===== src/sample_port_pkg.sv =====
`default_nettype none

package sample_port_pkg;

    // ****************************************************************
    // widths and counts
    // ****************************************************************
    localparam int unsigned NUM_PORTS  = 3;
    localparam int unsigned DATA_W     = 16;
    localparam int unsigned TAG_W      = 3;
    localparam int unsigned BUF_DEPTH  = 2;
    localparam int unsigned PCLK_DIV   = 2;

    // ****************************************************************
    // reset values
    // ****************************************************************
    localparam logic [DATA_W-1:0] DATA_RST = 16'h0000;
    localparam logic [TAG_W-1:0]  TAG_RST  = 3'h0;

    // ****************************************************************
    // sender states, one-hot
    // ****************************************************************
    typedef enum logic [1:0] {
        ST_IDLE = 2'b01,
        ST_REQ  = 2'b10
    } send_state_e;

endpackage : sample_port_pkg

`default_nettype wire


===== src/sample_output_port.sv =====
`default_nettype none

module sample_output_port
    import sample_port_pkg::*;
(
    // clock and reset
    input  wire logic                       clk_i,
    input  wire logic                       rst_n_i,
    // port clock mode and pin
    input  wire logic                       master_mode_i,
    input  wire logic                       port_clock_in_i,
    output logic                            port_clock_o,
    output logic                            port_clock_oe_o,
    // core side, one lane per port
    input  wire logic [NUM_PORTS-1:0]       word_valid_i,
    output logic      [NUM_PORTS-1:0]       word_ready_o,
    input  wire logic [NUM_PORTS*DATA_W-1:0] word_data_i,
    input  wire logic [NUM_PORTS*TAG_W-1:0] word_tag_i,
    input  wire logic [NUM_PORTS-1:0]       word_inphase_i,
    input  wire logic [NUM_PORTS-1:0]       word_gain_i,
    // port a
    output logic      [DATA_W-1:0]          port_a_sample_bus,
    output logic      [TAG_W-1:0]           port_a_channel_tag,
    output logic                            port_a_inphase_flag,
    output logic                            port_a_gain_flag,
    output logic                            port_a_request,
    input  wire logic                       port_a_acknowledge,
    // port b
    output logic      [DATA_W-1:0]          port_b_sample_bus,
    output logic      [TAG_W-1:0]           port_b_channel_tag,
    output logic                            port_b_inphase_flag,
    output logic                            port_b_gain_flag,
    output logic                            port_b_request,
    input  wire logic                       port_b_acknowledge,
    // port c
    output logic      [DATA_W-1:0]          port_c_sample_bus,
    output logic      [TAG_W-1:0]           port_c_channel_tag,
    output logic                            port_c_inphase_flag,
    output logic                            port_c_gain_flag,
    output logic                            port_c_request,
    input  wire logic                       port_c_acknowledge
);

    localparam int unsigned ENT_W = DATA_W + TAG_W + 2;

    // ****************************************************************
    // helpers
    // ****************************************************************
    // buffer fill after one edge of pushes and pops; one sum feeds both
    // the count and the registered ready flag, so they cannot drift
    function automatic logic [1:0] fill_next(input logic [1:0] fill,
                                             input logic       add,
                                             input logic       take);
        return fill + 2'(add) - 2'(take);
    endfunction : fill_next

    // ****************************************************************
    // port clock
    // ****************************************************************
    // master: divided clk_i driven out; slave: pin sampled as a strobe
    logic port_clock_q;
    logic slave_clk_q;
    logic edge_tick;

    always_ff @(posedge clk_i or negedge rst_n_i) begin
        if (!rst_n_i) begin
            port_clock_q <= 1'b0;
        end else begin
            // held low in slave mode so the pin driver stays quiet
            port_clock_q <= master_mode_i ? ~port_clock_q : 1'b0;
        end
    end

    always_ff @(posedge clk_i or negedge rst_n_i) begin
        if (!rst_n_i) begin
            port_clock_oe_o <= 1'b0;
        end else begin
            port_clock_oe_o <= master_mode_i;
        end
    end

    // last pin level, for the slave-mode rising edge detect
    always_ff @(posedge clk_i or negedge rst_n_i) begin
        if (!rst_n_i) begin
            slave_clk_q <= 1'b0;
        end else begin
            slave_clk_q <= port_clock_in_i;
        end
    end

    assign port_clock_o = port_clock_q;

    // a transfer edge is a rising port clock edge in either mode
    assign edge_tick = master_mode_i ? ~port_clock_q
                                     : (port_clock_in_i & ~slave_clk_q);

    // ****************************************************************
    // per-port buffer and handshake
    // ****************************************************************
    logic [NUM_PORTS*DATA_W-1:0] bus_q;
    logic [NUM_PORTS*TAG_W-1:0]  tag_q;
    logic [NUM_PORTS-1:0]        iq_q;
    logic [NUM_PORTS-1:0]        gain_q;
    logic [NUM_PORTS-1:0]        req_q;
    logic [NUM_PORTS-1:0]        ack_w;

    assign ack_w = {port_c_acknowledge, port_b_acknowledge,
                    port_a_acknowledge};

    for (genvar p = 0; p < NUM_PORTS; p++) begin : g_port
        logic [ENT_W-1:0] mem_q [BUF_DEPTH];
        logic             wp_q;
        logic             rp_q;
        logic [1:0]       cnt_q;
        logic [1:0]       cnt_d;
        logic             push;
        logic             pop;
        logic             full;
        send_state_e      st_q;
        logic [ENT_W-1:0] head;

        assign full  = (cnt_q == 2'(BUF_DEPTH));
        assign push  = word_valid_i[p] & ~full;
        // load a new word only when idle on a port clock edge
        assign pop   = (st_q == ST_IDLE) & (cnt_q != 2'h0) & edge_tick;
        assign head  = mem_q[rp_q];
        assign cnt_d = fill_next(cnt_q, push, pop);

        // ************************************************************
        // word buffer
        // ************************************************************
        // no reset on storage: a slot is read only after it was written
        always_ff @(posedge clk_i) begin
            if (push) begin
                mem_q[wp_q] <= {word_data_i[p*DATA_W +: DATA_W],
                                word_tag_i[p*TAG_W +: TAG_W],
                                word_inphase_i[p], word_gain_i[p]};
            end
        end

        always_ff @(posedge clk_i or negedge rst_n_i) begin
            if (!rst_n_i) begin
                wp_q <= 1'b0;
                rp_q <= 1'b0;
            end else begin
                if (push) begin
                    wp_q <= ~wp_q;
                end
                if (pop) begin
                    rp_q <= ~rp_q;
                end
            end
        end

        always_ff @(posedge clk_i or negedge rst_n_i) begin
            if (!rst_n_i) begin
                cnt_q           <= 2'h0;
                word_ready_o[p] <= 1'b0;
            end else begin
                cnt_q           <= cnt_d;
                // registered ready: room left after this edge
                word_ready_o[p] <= cnt_d < 2'(BUF_DEPTH);
            end
        end

        // ************************************************************
        // sender handshake
        // ************************************************************

        always_ff @(posedge clk_i or negedge rst_n_i) begin
            if (!rst_n_i) begin
                st_q                         <= ST_IDLE;
                req_q[p]                     <= 1'b0;
                bus_q[p*DATA_W +: DATA_W]    <= DATA_RST;
                tag_q[p*TAG_W +: TAG_W]      <= TAG_RST;
                iq_q[p]                      <= 1'b0;
                gain_q[p]                    <= 1'b0;
            end else begin
                case (st_q)
                    ST_IDLE: begin
                        if (pop) begin
                            {bus_q[p*DATA_W +: DATA_W],
                             tag_q[p*TAG_W +: TAG_W],
                             iq_q[p], gain_q[p]} <= head;
                            req_q[p] <= 1'b1;
                            st_q     <= ST_REQ;
                        end
                    end
                    ST_REQ: begin
                        // word held until ack seen on a port clock edge
                        if (edge_tick && ack_w[p]) begin
                            req_q[p] <= 1'b0;
                            st_q     <= ST_IDLE;
                        end
                    end
                    default: begin
                        st_q     <= ST_IDLE;
                        req_q[p] <= 1'b0;
                    end
                endcase
            end
        end
    end

    // ****************************************************************
    // pins
    // ****************************************************************
    assign port_a_sample_bus   = bus_q[0*DATA_W +: DATA_W];
    assign port_b_sample_bus   = bus_q[1*DATA_W +: DATA_W];
    assign port_c_sample_bus   = bus_q[2*DATA_W +: DATA_W];
    assign port_a_channel_tag  = tag_q[0*TAG_W +: TAG_W];
    assign port_b_channel_tag  = tag_q[1*TAG_W +: TAG_W];
    assign port_c_channel_tag  = tag_q[2*TAG_W +: TAG_W];
    assign port_a_inphase_flag = iq_q[0];
    assign port_b_inphase_flag = iq_q[1];
    assign port_c_inphase_flag = iq_q[2];
    assign port_a_gain_flag    = gain_q[0];
    assign port_b_gain_flag    = gain_q[1];
    assign port_c_gain_flag    = gain_q[2];
    assign port_a_request      = req_q[0];
    assign port_b_request      = req_q[1];
    assign port_c_request      = req_q[2];

endmodule : sample_output_port

`default_nettype wire


===== config.mk =====
export PLATFORM = sky130hd
export DESIGN_NAME = sample_output_port
export DESIGN_NICKNAME = d
export VERILOG_FILES = /design/src/sample_port_pkg.sv /design/src/sample_output_port.sv
export SDC_FILE = /design/constraint.sdc
export NUM_CORES = 1
export LEC_CHECK = 0
export BUFFER_PORTS_ARGS = -buffer_cell sky130_fd_sc_hd__buf_2
export CORE_MARGIN = 2
export CORE_UTILIZATION = 33
export DETAILED_ROUTE_END_ITERATION = 7
export GPL_ROUTABILITY_DRIVEN = 0
export PLACE_DENSITY_LB_ADDON = 0.15
export SLEW_MARGIN = 15
export SYNTH_ARGS = -nofsm -noshare
export SYNTH_HDL_FRONTEND = slang
export SYNTH_SLANG_ARGS = --single-unit

===== constraint.sdc =====
create_clock -name clk_i -period 6.8 [get_ports clk_i]
set_clock_uncertainty 0.05 [all_clocks]
set_input_delay 0.68 -clock clk_i [delete_from_list [all_inputs] [get_ports clk_i]]
set_output_delay 0.68 -clock clk_i [all_outputs]
set_load 0.005 [all_outputs]

==> impl_metrics.yaml, run 1 <==
worst_setup_path:
  cp_max_fo: 46
  worstPathCellList: "or3b_1, a2111oi_4, buf_4, ha_1, inv_1, ha_1, xnor2_1, xnor2_1, inv_1"
  cp-end-kind: "register"
  critPathKind: "register to register"
  crit_buf_inv: 3
  slowest_stage: "buf_4"
  slowest_delay_ns: 0.59
  cp_data_required_time_ns: 7.14
  worst_path_dominant_cell_family: "buffers and inverters"
  crit_arrival_ns: 3.27
  start_kind: "register"
routing:
  drt-initial-drc-count: 201
  drc: 0
  antenna_left: 0
  via_count: 4320
  firstDrtPassIters: 4
  vias_per_cell: 4.41
  wl_per_cell_um: 15.5
  wirelength_mm: 15.2
global_routing:
  first_global_vias: 4475
  grt_pass1_wl_mm: 24.2
  antenna_found_initial: 2
  grt_overflow: 0
  grt_max_degree: 58
  track_usage_pct: 12.1
final_layout:
  layout_common_cells: "142 x buf_2, 126 x edfxtp_1, 84 x dfrtp_1"
  fin_cells: 979
  drive_gt1_share_pct: 40.7
  layout_commonest_cell: "buf_2"
  syn_to_final_growth_pct: 23.3
  fin_util_pct: 41.7
  fin_nets: 720
clock_network:
  tritoncts: "done"
  clk_latency_ns: 0.51
  cts_resized: 0
  clk_pin_slew_worst_paths_ns: 0.06
  clock_path_buffers: 3
  cts_buffers: 24
  postCtsSetupRepairBufs: 0
  clock_sinks: 213
  cts-root-buf: "clkbuf_16"
  htreeDepth: 1
  hold_buffers: 0
floorplanning:
  placementRows: 56
  ios: 144
  die_y_um: 159
  dieArea_um2: 25400
  chipWidth_um: 159
  core_um2: 23500
  start_util_pct: 33.8
timing:
  fmax_mhz: 341
  setup-tns-final_ns: 0
  worst_pin_slew_ns: 0.866
  setup_viol: 0
  rsz0062_at_grt: "no"
  slew_headroom_pct: 41.7
  finalMaxSlewViolations: 0
  min_period_ns: 2.93
  finalHoldViolCount: 0
  finalCritPeriodShare_pct: 43.1
synthesis:
  ys_seq_area_share_pct: 75.0
  yosys.area.top_type_share_pct: 47.6
  synthesis.nets: 564
  yosys.area.top_type: "edfxtp_1"
  netlist_instances: 486
  yosysUniqueCellTypes: 26
  syn_area_um2: 7960
  syn_area_per_cell_um2: 16.4
  synth_area_leaders: "edfxtp_1 48%, dfrtp_1 26%, mux2i_1 7.9%"
  ys_ff_latch: 213
  synth-warning-count: 0
min_path:
  worstHoldPathType: "input pin to asynchronous set/reset pin"
power:
  leakage_nw: 3.92
  p_int_mw: 3.14
  netSwitchingFraction_pct: 30.8
  switchingPower_mw: 1.40
  vdd_drop_max_mv: 0.258
  power_density_nw_per_um2: 463
  combPwrFrac_pct: 27.6
  power_frac_clock_pct: 27.7
  seqPwrFrac_pct: 44.7
place:
  dpl.cell_count: 935
  post-dp-hpwl_mm: 9.94
  port_buffers: 143
flow_run:
  drv_cap: 0
run_status:
  status: "completed"
==> Yosys cell counts, drive strengths merged <==
| cell type | number |
|---|---|
| ha | 5 |
| xnor2 | 9 |
| a31o | 3 |
| a31oi | 3 |
| edfxtp | 126 |
| dfrtp | 84 |
| nor2 | 72 |
| a2111oi | 3 |
| o21ai | 3 |
| a21oi | 63 |
| nand2b | 1 |
| mux2i | 63 |
| buf | 16 |
| clkbuf | 7 |
| dfstp | 3 |
| or3b | 1 |
| inv | 14 |
| nand2 | 5 |
| xor2 | 5 |
==> per-stage QoR <==
stage / power (mW) / setup slack (ns) / hold slack [ns] / instance area, um^2
global placement: 3.30 / 3.44 / 0.449 / 9010
finish: 4.54 / 3.87 / 0.0555 / 9810
detailed placement: 3.34 / 3.40 / 0.460 / 9010
global route: 4.84 / 3.69 / 0.0842 / 9800
floorplan: 2.89 / 3.85 / 0.334 / 7960
CTS: 4.62 / 3.84 / 0.0666 / 9790
==> cell families (layout without fill, tap and decap cells) <==
group / after synthesis / after routing / share of synthesized area, %
DFF: 213 / 213 / 75.0
and+or+nand+nor: 79 / 79 / 4.89
AOI/OAI and AO/OA: 75 / 75 / 7.20
muxes: 63 / 63 / 7.93
buffers and inverters: 37 / 210 / 2.67
xor gates and xnor gates: 14 / 14 / 1.54
adders and majority gates: 5 / 5 / 0.786
other: 0 / 1 / 0
==> area by class of cell <==
| cell class | count | area, um^2 |
|---|---|---|
| Clock inverter | 9 | 95.1 |
| Timing Repair Buffer | 153 | 793 |
| Sequential cell | 213 | 5960 |
| Tap cell | 319 | 399 |
| Antenna cell | 1 | 2.50 |
| Clock buffer | 34 | 679 |
| Multi-Input combinational cell | 236 | 1820 |
| Fill cell | 2172 | 13700 |
| Inverter | 14 | 52.6 |
==> layer usage <==
metal	part of all wire (%)	global-route usage, %	vias to the layer above	routed length (um)
met5	0.072	0	-	11
met2	49	20.8	115	7510
li1	-	-	2058	-
met3	5.9	3.15	29	889
met4	2.2	3.97	2	340
met1	42	14.8	2116	6440
==> worst paths after layout <==
| kind | end | slack (ns) | start | cells after the start |
|---|---|---|---|---|
| worst max-delay path | g_port[2].cnt_q[1]$_DFF_PN0_ | 3.87 | slave_clk_q$_DFF_PN0_ | 9 |
| worst min-delay path | port_c_sample_bus[9]$_DFFE_PN0P_ | 0.06 | rst_n_i | 1 |
| worst max register to register | g_port[2].cnt_q[1]$_DFF_PN0_ | 3.87 | slave_clk_q$_DFF_PN0_ | 9 |
| worst min register to register | g_port[0].wp_q$_DFFE_PN0N_ | 0.47 | g_port[0].wp_q$_DFFE_PN0N_ | 1 |
| max in group asynchronous | port_a_sample_bus[4]$_DFFE_PN0P_ | 5.49 | rst_n_i | 2 |
| min in group clk_i | slave_clk_q$_DFF_PN0_ | 0.26 | port_clock_in_i | 1 |
==> power by group through the flow <==
stage	clock network, mW	registers, mW	logic (mW)
2_1_floorplan	0	2.04	0.851
3_3_place_gp	0	2.04	1.25
3_5_place_dp	0	2.06	1.29
4_1_cts	1.30	2.04	1.29
5_1_grt	1.36	2.08	1.40
6_report	1.26	2.03	1.25
==> registers in the layout, indices dropped and copies added (netlist names), 6 cells and up <==
signal / flops
g_port.cnt_q: 6
g_port.mem_q: 126
port_a_sample_bus: 16
port_b_sample_bus: 16
port_c_sample_bus: 16
==> worst register-to-register path, cell delays in order, from the launching register on <==
cell and delay, ns:
dfrtp_1 0.35, or3b_1 0.55, a2111oi_4 0.40, buf_4 0.59, ha_1 0.35, inv_1 0.05, ha_1 0.15, xnor2_1 0.13
xnor2_1 0.16, inv_1 0.05
(Power assumes the default switching activity.)
==> inputs of run 2 (changes only) <==
Settings changed: ABC_AREA set to 1.
Clock period 6.8 ns to 2.6 ns, I/O delays scaled along.
==> impl_metrics.yaml, run 2 <==
timing:
  finalHoldViolCount: 0
  worst_pin_slew_ns: 0.564
  worst_slack_ns: 0.847
  finalCritPeriodShare_pct: 67.4
  rsz0062_at_grt: "no"
  fmax_mhz: 571
  slew_headroom_pct: 62.4
  setup_viol: 0
  min_period_ns: 1.75
  finalMaxSlewViolations: 0
  setup-tns-final_ns: 0
  timing.hold.ws_ns: 0.0556
worst_setup_path:
  worstPathCellList: "dlygate4sd3_1, buf_2, nand2_1, nand2_4, nand2_4, inv_1, ha_1, inv_1, ha_1, xnor2_1, inv_1"
  worst_path_dominant_cell_family: "buffers and inverters"
  r2r-start: "port_clock_o$_DFF_PN0_"
  r2r_slack_ns: 0.91
  start_kind: "input pin"
  crit_buf_inv: 5
  slowest_stage: "dlygate4sd3_1"
  startpoint: "master_mode_i"
  reg2reg_depth: 10
  cp_data_required_time_ns: 2.93
  critPathKind: "input pin to register"
  crit_arrival_ns: 2.09
  cp_max_fo: 8
  crit_cells: 11
  cp-end-kind: "register"
  crit_path_frequent_cell: "inv_1"
  slowest_delay_ns: 0.53
routing:
  wl_per_cell_um: 14.5
  drt-initial-drc-count: 257
  wirelength_mm: 15.8
  antenna_left: 0
  via_count: 4648
  firstDrtPassIters: 4
  drc: 0
  vias_per_cell: 4.29
min_path:
  hold_path_startpoint: "word_valid_i[2]"
  worstHoldPathType: "input pin to register"
  hold_depth: 3
final_layout:
  layout_commonest_cell: "buf_2"
  fin_cells: 1084
  layout_common_cells: "142 x buf_2, 126 x edfxtp_1, 84 x dfrtp_1"
  fin_nets: 820
  multi_input_area_um2: 1790
  syn_to_final_growth_pct: 31.6
  top_register: "g_port.mem_q"
  diodes: 0
  final-seq-area_um2: 5960
  finalInstanceArea_um2: 10600
  nFillCells: 2252
  fin_util_pct: 43.9
  largest_reg_flops: 126
  drive_gt1_share_pct: 35.0
synthesis:
  synth-warning-count: 0
  synth_most_common_cell: "edfxtp_1"
  yosys.area.top_type: "edfxtp_1"
  ys_ff_latch: 213
  ys_async_sr_fraction_pct: 40.8
  synthFlopType: "edfxtp_1"
  synth_area_leaders: "edfxtp_1 47%, dfrtp_1 26%, mux2i_1 7.8%"
  yosys.area.top_type_share_pct: 47.1
  synth_edf_count: 126
  netlist_instances: 512
  syn_area_per_cell_um2: 15.7
  yosysUniqueCellTypes: 26
  synth_common_cells: "126 x edfxtp_1, 84 x dfrtp_1, 83 x nand2_1"
  synthesis.nets: 590
  syn_area_um2: 8040
  ys_seq_area_share_pct: 74.2
floorplanning:
  dieArea_um2: 25600
  placementRows: 57
  core_um2: 24100
  chipWidth_um: 160
  die_y_um: 160
  start_util_pct: 33.3
  ios: 144
place:
  dpl.cell_count: 971
  preCtsSetupSlack_ns: 0.894
  post-dp-hpwl_mm: 9.96
  port_buffers: 143
  place_area_um2: 9090
flow_run:
  drv_cap: 0
global_routing:
  grt_pass1_wl_mm: 25.3
  grt_max_degree: 67
  first_global_vias: 4924
  grt_overflow: 0
  antenna_found_initial: 0
  track_usage_pct: 12.4
power:
  finalPower_mw: 12.2
  seqPwrFrac_pct: 43.1
  power_density_nw_per_um2: 1150
  vdd_drop_max_mv: 0.385
  switchingPower_mw: 3.78
  power_frac_clock_pct: 27.6
  leakage_nw: 4.62
  p_int_mw: 8.38
  combPwrFrac_pct: 29.3
  netSwitchingFraction_pct: 31.1
run_status:
  status: "completed"
clock_network:
  htreeDepth: 1
  clk_pin_slew_worst_paths_ns: 0.06
  cts-root-buf: "clkbuf_16"
  tritoncts: "done"
  clk_latency_ns: 0.50
  clock_sinks: 213
  cts_resized: 0
  postCtsSetupRepairBufs: 0
  clock_path_buffers: 3
  cts_buffers: 24
  hold_buffers: 69
[run 2: cell types whose count changed after synthesis, sizes merged, moves of 3 or more]
cell and delta:
xor2 -3, a2111oi -3, clkbuf -4, nand2 +84, a31oi -3, nor2 -55, inv +13, o21ai +62
a31o -3, a21oi -63
[run 2: path summary, 6_finish.rpt]
kind,end
min in group asynchronous,port_a_request$_DFFE_PN0P_
worst max-delay path,word_ready_o[1]$_DFF_PN0_
max in group asynchronous,g_port[2].st_q[0]$_DFFE_PN1P_
worst min-delay path,g_port[2].wp_q$_DFFE_PN0N_
worst min register to register,port_c_sample_bus[13]$_DFFE_PN0P_
worst max register to register,word_ready_o[1]$_DFF_PN0_
[run 2: final cells by class]
type,count,area share [%]
clock buffers,30,6.18
well taps,324,3.83
multi-input cells,251,16.9
clock inverters,14,1.36
inverters,27,0.958
repair buffers,225,14.4
flip-flops and latches,213,56.4
[run 2: logic make-up after synthesis]
family	count (synthesis)	synth area share, %
AO/OA/AOI/OAI	65	6.38
XOR/XNOR	9	1.26
adder cells (fa/ha/maj)	5	0.778
buffers and inverters	48	3.69
flip-flops	213	74.2
multiplexers	63	7.85
AND/OR/NAND/NOR	109	5.84
[run 2: worst min-delay path: stages]
cell,delay [ns]
buf_2,0.10
o21ai_2,0.11
xor2_1,0.09
[run 2: metal layers]
layer / part of all wire, % / GRT usage, % / vias up
met1: 42 / 15.0 / 2242
met2: 51 / 22.1 / 114
met5: 0 / 0 / -
li1: - / - / 2266
met3: 4.9 / 2.60 / 26
met4: 2.7 / 4.01 / 0
[run 2: power by group through the flow]
stage	clock (mW)	combinational [mW]	sequential, mW
2_1_floorplan	0	2.47	5.29
3_3_place_gp	0	3.48	5.28
3_5_place_dp	0	3.58	5.32
4_1_cts	3.47	3.67	5.27
5_1_grt	3.60	3.99	5.38
6_report	3.35	3.57	5.25
